--- config.mk ---
export PLATFORM = sky130hd
export DESIGN_NAME = supervisor_watchdog_hold_ctrl
export DESIGN_NICKNAME = d
export VERILOG_FILES = /design/src/sup_pkg.sv /design/src/sup_sig_if.sv /design/src/input_sync.sv /design/src/time_base.sv /design/src/supervisor_watchdog_hold_ctrl.sv
export SDC_FILE = /design/constraint.sdc
export NUM_CORES = 1
export LEC_CHECK = 0
export ABC_AREA = 1
export CORE_AREA = 8 8 168 170
export CTS_CLUSTER_DIAMETER = 40
export CTS_CLUSTER_SIZE = 28
export DETAILED_ROUTE_END_ITERATION = 10
export DIE_AREA = 0 0 176 178
export DONT_BUFFER_PORTS = 1
export PLACE_DENSITY_LB_ADDON = 0.25
export SYNTH_ARGS = -nofsm -noshare
export SYNTH_HDL_FRONTEND = slang
export SYNTH_SLANG_ARGS = --single-unit
--- constraint.sdc ---
create_clock -name clock_in -period 3.7 [get_ports clock_in]
set_input_delay 0.74 -clock clock_in [delete_from_list [all_inputs] [get_ports clock_in]]
set_output_delay 0.74 -clock clock_in [all_outputs]
set_load 0.05 [all_outputs]
--- src/sup_pkg.sv ---
// constants, codes and state types of the supervisor block
package sup_pkg;

    // ----------------------------------------------------------------
    // clock and time base
    // ----------------------------------------------------------------
    localparam int CLK_PERIOD_NS   = 8;
    localparam int TICK_PERIOD_US  = 1000;
    localparam int TICK_CYCLES_DEF = TICK_PERIOD_US * 1000 / CLK_PERIOD_NS;
    localparam int TB_CNT_W        = 20;

    // ----------------------------------------------------------------
    // timeouts in ms and in ticks, power-fail delay in ns and in clock cycles
    // ----------------------------------------------------------------
    localparam int TCNT_W           = 12;
    localparam int WD_TIMEOUT_MS    = 280;
    localparam int RST_TIMEOUT_MS   = 200;
    localparam logic [TCNT_W-1:0] WD_FIXED_TICKS  = TCNT_W'(WD_TIMEOUT_MS * 1000 / TICK_PERIOD_US);
    localparam logic [TCNT_W-1:0] RST_FIXED_TICKS = TCNT_W'(RST_TIMEOUT_MS * 1000 / TICK_PERIOD_US);
    localparam int PF_DELAY_NS      = 35000;
    localparam int PF_CYCLES_DEF    = PF_DELAY_NS / CLK_PERIOD_NS;
    localparam int PF_CNT_W         = 20;

    // ----------------------------------------------------------------
    // period-select and window-select codes
    // ----------------------------------------------------------------
    localparam logic [1:0] SEL_GND   = 2'h0;
    localparam logic [1:0] SEL_FIXED = 2'h1;
    localparam logic [1:0] SEL_ADJ   = 2'h2;
    localparam logic [1:0] WIN_R8    = 2'h0;
    localparam logic [1:0] WIN_OFF   = 2'h1;
    localparam logic [1:0] WIN_R16   = 2'h2;
    localparam logic [1:0] WIN_R64   = 2'h3;
    localparam int SHIFT_R8  = 3;
    localparam int SHIFT_R16 = 4;
    localparam int SHIFT_R64 = 6;

    // ----------------------------------------------------------------
    // synchroniser bit map and reset values
    // ----------------------------------------------------------------
    localparam int B_KICK   = 0;
    localparam int B_RGOOD  = 1;
    localparam int B_SENSE  = 2;
    localparam int B_EN1    = 3;
    localparam int B_EN2    = 4;
    localparam int B_KEEPN  = 5;
    localparam int B_WDOFFN = 6;
    localparam int B_WSEL   = 7;
    localparam int B_WPSEL  = 9;
    localparam int B_RPSEL  = 11;
    localparam int B_WADJ   = 13;
    localparam int B_RADJ   = 25;
    localparam int SYNC_W   = 37;
    localparam logic [SYNC_W-1:0] SYNC_RST = 37'h0000000060;

    typedef enum logic [1:0] {
        ST_HOLD = 2'b01,
        ST_RUN  = 2'b10
    } rst_state_t;

endpackage

--- src/sup_sig_if.sv ---
// synchronised pins, kick edge and time-base tick
`timescale 1ns/1ps
`default_nettype none
interface sup_sig_if;
    import sup_pkg::*;
    logic [SYNC_W-1:0] s;
    logic              kick_edge;
    logic              tick;
    modport sync_side (output s, output kick_edge);
    modport tick_side (output tick);
    modport core      (input s, input kick_edge, input tick);
endinterface
`default_nettype wire

--- src/input_sync.sv ---
// two-flop synchronisers for all pins and kick edge detect
`timescale 1ns/1ps
`default_nettype none
module input_sync
    import sup_pkg::*;
(
    input  wire logic              clock_in,
    input  wire logic              rst_b_in,
    input  wire logic [SYNC_W-1:0] raw_in,
    sup_sig_if.sync_side           sig
);
    logic [SYNC_W-1:0] meta_q;
    logic [SYNC_W-1:0] sync_q;
    logic [SYNC_W-1:0] sync_d;
    logic              kick_prev_q;

    // ----------------------------------------------------------------
    // per-bit synchroniser
    // ----------------------------------------------------------------
    for (genvar i = 0; i < SYNC_W; i++) begin : g_bit
        always_ff @(posedge clock_in or negedge rst_b_in) begin
            if (!rst_b_in) begin
                meta_q[i] <= SYNC_RST[i];
                sync_q[i] <= SYNC_RST[i];
            end else begin
                meta_q[i] <= raw_in[i];
                sync_q[i] <= sync_d[i];
            end
        end
    end

    always_comb begin
        sync_d = meta_q;
    end

    always_ff @(posedge clock_in or negedge rst_b_in) begin
        if (!rst_b_in) begin
            kick_prev_q <= 1'b0;
        end else begin
            kick_prev_q <= sync_q[B_KICK];
        end
    end

    assign sig.kick_edge = sync_q[B_KICK] ^ kick_prev_q;
    assign sig.s         = sync_q;
endmodule
`default_nettype wire

--- src/time_base.sv ---
// slow time-base tick divider
`timescale 1ns/1ps
`default_nettype none
module time_base
    import sup_pkg::*;
#(
    parameter int TICK_CYCLES = TICK_CYCLES_DEF
) (
    input  wire logic    clock_in,
    input  wire logic    rst_b_in,
    sup_sig_if.tick_side sig
);
    localparam logic [TB_CNT_W-1:0] TB_LAST = TB_CNT_W'(TICK_CYCLES - 1);

    logic [TB_CNT_W-1:0] div_q;
    logic [TB_CNT_W-1:0] div_d;
    logic                tick_q;
    logic                tick_d;

    always_comb begin
        tick_d = (div_q == TB_LAST);
        div_d  = tick_d ? '0 : div_q + 1'b1;
    end

    always_ff @(posedge clock_in or negedge rst_b_in) begin
        if (!rst_b_in) begin
            div_q  <= '0;
            tick_q <= 1'b0;
        end else begin
            div_q  <= div_d;
            tick_q <= tick_d;
        end
    end

    assign sig.tick = tick_q;
endmodule
`default_nettype wire

--- src/supervisor_watchdog_hold_ctrl.sv ---
// supervisor top: watchdog, reset generator, rail hold, power-fail flag
`timescale 1ns/1ps
`default_nettype none
module supervisor_watchdog_hold_ctrl
    import sup_pkg::*;
#(
    parameter int TICK_CYCLES = TICK_CYCLES_DEF,
    parameter int PF_CYCLES   = PF_CYCLES_DEF,
    parameter bit WINDOWED    = 1'b0
) (
    input  wire logic              clock_in,
    input  wire logic              rst_b_in,
    input  wire logic              wdog_kick_in,
    input  wire logic              rail1_good_in,
    input  wire logic              supply_sense_in,
    input  wire logic              rail1_on_in,
    input  wire logic              rail2_on_in,
    input  wire logic              keep_on_n_in,
    input  wire logic              wdog_off_n_in,
    input  wire logic              window_select_lo_in,
    input  wire logic              window_select_hi_in,
    input  wire logic [1:0]        wdog_period_sel_in,
    input  wire logic [1:0]        rst_period_sel_in,
    input  wire logic [TCNT_W-1:0] wdog_adj_ticks_in,
    input  wire logic [TCNT_W-1:0] rst_adj_ticks_in,
    output logic                   reset_n_out,
    output logic                   rail1_out,
    output logic                   rail2_out,
    output logic                   supply_fail_n_out
);
    localparam logic [PF_CNT_W-1:0] PF_LAST = PF_CNT_W'(PF_CYCLES - 1);

    // ----------------------------------------------------------------
    // pin synchronisers and time base
    // ----------------------------------------------------------------
    sup_sig_if         sig ();
    logic [SYNC_W-1:0] raw;

    assign raw[B_KICK]            = wdog_kick_in;
    assign raw[B_RGOOD]           = rail1_good_in;
    assign raw[B_SENSE]           = supply_sense_in;
    assign raw[B_EN1]             = rail1_on_in;
    assign raw[B_EN2]             = rail2_on_in;
    assign raw[B_KEEPN]           = keep_on_n_in;
    assign raw[B_WDOFFN]          = wdog_off_n_in;
    assign raw[B_WSEL]            = window_select_lo_in;
    assign raw[B_WSEL+1]          = window_select_hi_in;
    assign raw[B_WPSEL +: 2]      = wdog_period_sel_in;
    assign raw[B_RPSEL +: 2]      = rst_period_sel_in;
    assign raw[B_WADJ +: TCNT_W]  = wdog_adj_ticks_in;
    assign raw[B_RADJ +: TCNT_W]  = rst_adj_ticks_in;

    input_sync u_sync (
        .clock_in (clock_in),
        .rst_b_in (rst_b_in),
        .raw_in   (raw),
        .sig      (sig.sync_side)
    );

    time_base #(.TICK_CYCLES(TICK_CYCLES)) u_tb (
        .clock_in (clock_in),
        .rst_b_in (rst_b_in),
        .sig      (sig.tick_side)
    );

    logic              tick;
    logic              kick_edge;
    logic              rail_good;
    logic              sense_ok;
    logic              en1;
    logic              en2;
    logic              keep_n;
    logic              wd_off_n;
    logic [1:0]        win_sel;
    logic [1:0]        wp_sel;
    logic [1:0]        rp_sel;
    logic [TCNT_W-1:0] wd_adj;
    logic [TCNT_W-1:0] rst_adj;

    assign tick      = sig.tick;
    assign kick_edge = sig.kick_edge;
    assign rail_good = sig.s[B_RGOOD];
    assign sense_ok  = sig.s[B_SENSE];
    assign en1       = sig.s[B_EN1];
    assign en2       = sig.s[B_EN2];
    assign keep_n    = sig.s[B_KEEPN];
    assign wd_off_n  = sig.s[B_WDOFFN];
    assign win_sel   = sig.s[B_WSEL +: 2];
    assign wp_sel    = sig.s[B_WPSEL +: 2];
    assign rp_sel    = sig.s[B_RPSEL +: 2];
    assign wd_adj    = sig.s[B_WADJ +: TCNT_W];
    assign rst_adj   = sig.s[B_RADJ +: TCNT_W];

    // ----------------------------------------------------------------
    // watchdog limits and disable
    // ----------------------------------------------------------------
    logic [TCNT_W-1:0] wd_limit;
    logic [TCNT_W-1:0] win_min;
    logic [TCNT_W-1:0] rst_limit;
    logic              wd_disabled;
    logic              rst_gnd;

    always_comb begin
        wd_limit  = (wp_sel == SEL_ADJ) ? wd_adj : WD_FIXED_TICKS;
        rst_limit = (rp_sel == SEL_ADJ) ? rst_adj : RST_FIXED_TICKS;
        rst_gnd   = (rp_sel == SEL_GND);
        unique case (win_sel)
            WIN_R16: win_min = wd_limit >> SHIFT_R16;
            WIN_R64: win_min = wd_limit >> SHIFT_R64;
            default: win_min = wd_limit >> SHIFT_R8;
        endcase
        if (WINDOWED) begin
            wd_disabled = (wp_sel == SEL_GND) || (win_sel == WIN_OFF);
        end else begin
            wd_disabled = (wp_sel == SEL_GND) || !wd_off_n;
        end
    end

    // ----------------------------------------------------------------
    // watchdog counter
    // ----------------------------------------------------------------
    logic [TCNT_W-1:0] wd_cnt_q;
    logic [TCNT_W-1:0] wd_cnt_d;
    logic              wd_fault;
    logic              reset_n_q;

    always_comb begin
        wd_cnt_d = wd_cnt_q;
        wd_fault = 1'b0;
        if (!reset_n_q || wd_disabled) begin
            wd_cnt_d = '0;
        end else if (kick_edge) begin
            if (WINDOWED && (wd_cnt_q < win_min)) begin
                wd_fault = 1'b1;
            end
            wd_cnt_d = '0;
        end else if (wd_cnt_q >= wd_limit) begin
            wd_fault = 1'b1;
        end else if (tick) begin
            wd_cnt_d = wd_cnt_q + 1'b1;
        end
    end

    always_ff @(posedge clock_in or negedge rst_b_in) begin
        if (!rst_b_in) begin
            wd_cnt_q <= '0;
        end else begin
            wd_cnt_q <= wd_cnt_d;
        end
    end

    // ----------------------------------------------------------------
    // reset generator
    // ----------------------------------------------------------------
    rst_state_t        state_q;
    rst_state_t        state_d;
    logic [TCNT_W-1:0] rst_cnt_q;
    logic [TCNT_W-1:0] rst_cnt_d;
    logic              reset_n_d;

    always_comb begin
        state_d   = state_q;
        rst_cnt_d = rst_cnt_q;
        unique case (state_q)
            ST_RUN: begin
                if (!rail_good || rst_gnd || wd_fault) begin
                    state_d   = ST_HOLD;
                    rst_cnt_d = '0;
                end
            end
            ST_HOLD: begin
                // held until rail good and reset select not grounded, then timed
                if (!rail_good || rst_gnd) begin
                    rst_cnt_d = '0;
                end else if (rst_cnt_q >= rst_limit) begin
                    state_d = ST_RUN;
                end else if (tick) begin
                    rst_cnt_d = rst_cnt_q + 1'b1;
                end
            end
            default: begin
                state_d   = ST_HOLD;
                rst_cnt_d = '0;
            end
        endcase
        reset_n_d = (state_d == ST_RUN);
    end

    always_ff @(posedge clock_in or negedge rst_b_in) begin
        if (!rst_b_in) begin
            state_q   <= ST_HOLD;
            rst_cnt_q <= '0;
            reset_n_q <= 1'b0;
        end else begin
            state_q   <= state_d;
            rst_cnt_q <= rst_cnt_d;
            reset_n_q <= reset_n_d;
        end
    end

    // ----------------------------------------------------------------
    // rail enables, self-hold and power-fail flag
    // ----------------------------------------------------------------
    logic                rail1_q;
    logic                rail1_d;
    logic                rail2_q;
    logic                rail2_d;
    logic                pf_q;
    logic                pf_d;
    logic [PF_CNT_W-1:0] pf_cnt_q;
    logic [PF_CNT_W-1:0] pf_cnt_d;

    always_comb begin
        rail1_d = en1 || (rail1_q && !keep_n);
        rail2_d = en2;
        pf_d     = pf_q;
        pf_cnt_d = '0;
        if (sense_ok != pf_q) begin
            if (pf_cnt_q >= PF_LAST) begin
                pf_d = sense_ok;
            end else begin
                pf_cnt_d = pf_cnt_q + 1'b1;
            end
        end
    end

    always_ff @(posedge clock_in or negedge rst_b_in) begin
        if (!rst_b_in) begin
            rail1_q  <= 1'b0;
            rail2_q  <= 1'b0;
            pf_q     <= 1'b0;
            pf_cnt_q <= '0;
        end else begin
            rail1_q  <= rail1_d;
            rail2_q  <= rail2_d;
            pf_q     <= pf_d;
            pf_cnt_q <= pf_cnt_d;
        end
    end

    assign reset_n_out       = reset_n_q;
    assign rail1_out         = rail1_q;
    assign rail2_out         = rail2_q;
    assign supply_fail_n_out = pf_q;
endmodule
`default_nettype wire

==> results.md <==
- Vias in the first global route: 4,394
- Pin count of the biggest net entering global routing: 113
- Share of total power in the clock network: 46.9%
- Compound-Gate Fraction of Synth Area: 2.64%
- Asr flop ratio synth: 100%
- First-pass GRT wire length: 21,900 microns
- Yosys warning count: 0
- Buffers added on ports: 0
- Worst R2R End: rst_cnt_q[4]
- Peak supply drop: 291 uV
- # rows: 59
- # clock sinks: 142
- Leak: 0.00339 uW
- Worst Setup Path Type: reg -> reg
- Vias per cell: 4.05
- Post-synth top cells: nand2_1, dfrtp_1, inv_1
- CP Launch Type: flip-flop
- Combinational power share: 4.9%
- Post-synthesis cell count: 662
- DIE HEIGHT: 178 microns
- Drt first pass iters: 5
- Crit path arrival time: 2.71 ns
- Top-level I/O count: 43
- Clk buf depth: 2
- Number of max-cap violations: 0
- Worst Tran Pin Value: 0.648 ns
- Sequential share of power: 48.2%
- Largest family of logic cells by synthesized area: simple AND/OR/NAND/NOR gates
- Final setup vio count: 0
- Cell Area, Synth: 6300 sq um
- Final TNS setup: 0 ns
- Dpl ws: 1.27 ns
- TritonCTS clock tree: built
- CP required: 4.05 ns
- Routed wire length: 12,400 microns
- Initial core utilization: 24.6%
- DRT iter0 DRCs: 234
- RR Startpoint: u_sync.sig.s[10]
- Initial antenna violation count: 0
- Later-pin clock latency in the skew report: 0.42 ns
- Period utilisation layout: 63.8%
- Netlist cell types: 34
- Total congestion overflow: 0
- TritonCTS Buffers: 17
- Yosys reg bits: 142
- Final core utilization: 28.7%
- Final GP Congestion: 0.740
- Nets: 760
- Placed inst area: 6730 sq um
- Mean post-synth cell area: 9.52 sq um
- Count leader, synth: nand2_1
- Power Density: 467 nW/um^2
- Residual DRC: 0
- Unrepaired setup endpoints after global routing: false
- Post-synthesis sequential area ratio: 56.5%
- Most used DFF post-synth: dfrtp_1
- Outcome: complete, no violations
- Post CTS Setup Buffer Count: 0
- Pint: 2600 uW
- Switch share: 24.2%
- Fin. max-slew vios: 0
- Achievable Freq: 0.424 GHz
- Post-Synth XOR/XNOR Area: 4.17%
- Worst R2R Path Depth: 17
- Slack of the worst reg-to-reg path: 1.34 ns
- Largest area contributor in the netlist: dfrtp_1
- Clk_skew: 0.00962 ns
- Tot Pwr: 3430 uW
- Clk slew on worst S/H paths: 0.06 ns
- Final Cell Area: 7340 sq um
- Final Hold Fails: 0
- EDFF count, synth: 0
- P&R area growth vs syn: 16.5%
- Final worst path period need: 2.36 ns
- Post-synth top area share: 54.4%
- Share of cells above drive strength 1: 9.83%
- DP HPWL: 8140 microns
- Slew margin rel.: 56.7%
- Simple-gate share of the synthesized area: 25.4%
- Via count: 4,204
- Die area: 31,300 sq um
- Ant diodes: 0
- Clock root buffer: clkbuf_16
- Net switching power: 831 uW
- CP startpoint: u_sync.sig.s[10]
- Core footprint: 25,600 sq um
- Filler Cell Count: 2,654
- Synth area leaders: dfrtp_1, nand2_1, ha_1
- Multiplexer share of the synthesized area: 0%
- Critical path peak fanout: 14
- WL/cell: 12.0 microns
- Synthesized-area fraction occupied by adder cells: 6.15%
- Hold Crit Class: in -> async
- CP Capture Type: flip-flop
- H-tree depth: 4
- Die W: 176 microns
- Final WS setup: 1.34 ns
- Tot GR Track Use: 8.76%
- Post-DRT Antenna Nets: 0
[layer usage]
metal	vias to the layer above	GRT usage [%]	wire length, microns
met4	0	3.60	180
met5	-	0	0
li1	2171	-	-
met1	1973	11.4	6110
met2	48	13.7	5770
met3	12	2.24	364
[worst max-delay path, stage by stage, from the launching register on]
cell and delay [ns]:
dfrtp_1 0.35, inv_1 0.04, nor2_1 0.08, buf_4 0.18, inv_1 0.09, nor2_1 0.11
ha_1 0.23, nand2_1 0.06, nor2_1 0.05, nand2_1 0.08, nor2_1 0.04, nor2_1 0.17
nand2_1 0.09, nand2_2 0.11, nand3_4 0.18, nand2_2 0.28, nand2_1 0.08, nand2_1 0.07
[power groups by stage]
| stage | clock network [uW] | logic (uW) | registers [uW] |
|---|---|---|---|
| final | 1610 | 169 | 1650 |
| after global routing | 1750 | 197 | 1660 |
| after CTS | 1670 | 164 | 1650 |
| after detailed placement | 0 | 152 | 1680 |
| after global placement | 0 | 150 | 1680 |
| after floorplan | 0 | 121 | 1670 |
[per-stage QoR]
stage	hold slack [ns]	cells
3_3_place_gp	0.332	1001
5_1_grt	0.00317	1037
4_1_cts	0.000207	1036
2_1_floorplan	0.331	668
6_report	0.0318	1037
3_5_place_dp	0.335	1001
[area by class of cell]
| class | count | area [sq um] | area share, % |
|---|---|---|---|
| repair buffers | 8 | 82.6 | 1.12 |
| multi-input cells | 444 | 2440 | 33.3 |
| flip-flops and latches | 142 | 3560 | 48.5 |
| well taps | 335 | 419 | 5.71 |
| clock inverters | 11 | 113 | 1.53 |
| clock buffers | 20 | 437 | 5.95 |
| inverters | 77 | 289 | 3.94 |
[layout by cell type (no fill, tap or decap), drive strengths merged, types with 2 or more instances in the layout]
master / count
ha: 31
clkinvlp: 4
clkbuf: 20
clkinv: 3
nor2: 79
dfrtp: 137
dfstp: 5
nor4: 9
nand2: 163
dlygate4sd3: 4
xnor2: 4
nand3b: 2
nand3: 50
a21oi: 16
o21bai: 2
nand4: 15
inv: 80
o21ai: 11
conb: 7
nor3: 23
or2: 4
xor2: 26
buf: 4
[sequential cells by signal (all words and copies together) (netlist names)]
name / cells
u_sync.kick_prev_q: 1
reset_n_out: 1
rail1_out: 1
u_sync.sig.s: 35
state_q: 2
u_sync.meta_q: 35
u_tb.sig.tick: 1
rail2_out: 1
rst_cnt_q: 12
pf_cnt_q: 20
u_tb.div_q: 20
wd_cnt_q: 12
supply_fail_n_out: 1
[kinds of logic (layout without fill, tap and decap cells)]
| family | Yosys count | count (layout) |
|---|---|---|
| simple gates | 345 | 345 |
| flops | 142 | 142 |
| buf+inv | 82 | 116 |
| fa+ha+maj | 31 | 31 |
| compound gates | 31 | 31 |
| xor+xnor | 30 | 30 |
| other cells | 1 | 7 |
[what timing repair did]
action | 4_1_cts | 5_1_grt
resized for setup | 0 | 0
endpoints found under the hold margin | 13 | 27
hold buffers | 4 | 1
[worst max path at each step]
stage	to	slack [ns]	cells after the start
after floorplan	rst_cnt_q[2]	1.59	15
after global placement	rst_cnt_q[8]	1.29	16
after detailed placement	rst_cnt_q[4]	1.27	17
after CTS	rst_cnt_q[4]	1.26	17
after global routing	rst_cnt_q[7]	1.01	17
final	rst_cnt_q[4]	1.34	17
No activity file was read; power rests on OpenSTA's default activity.
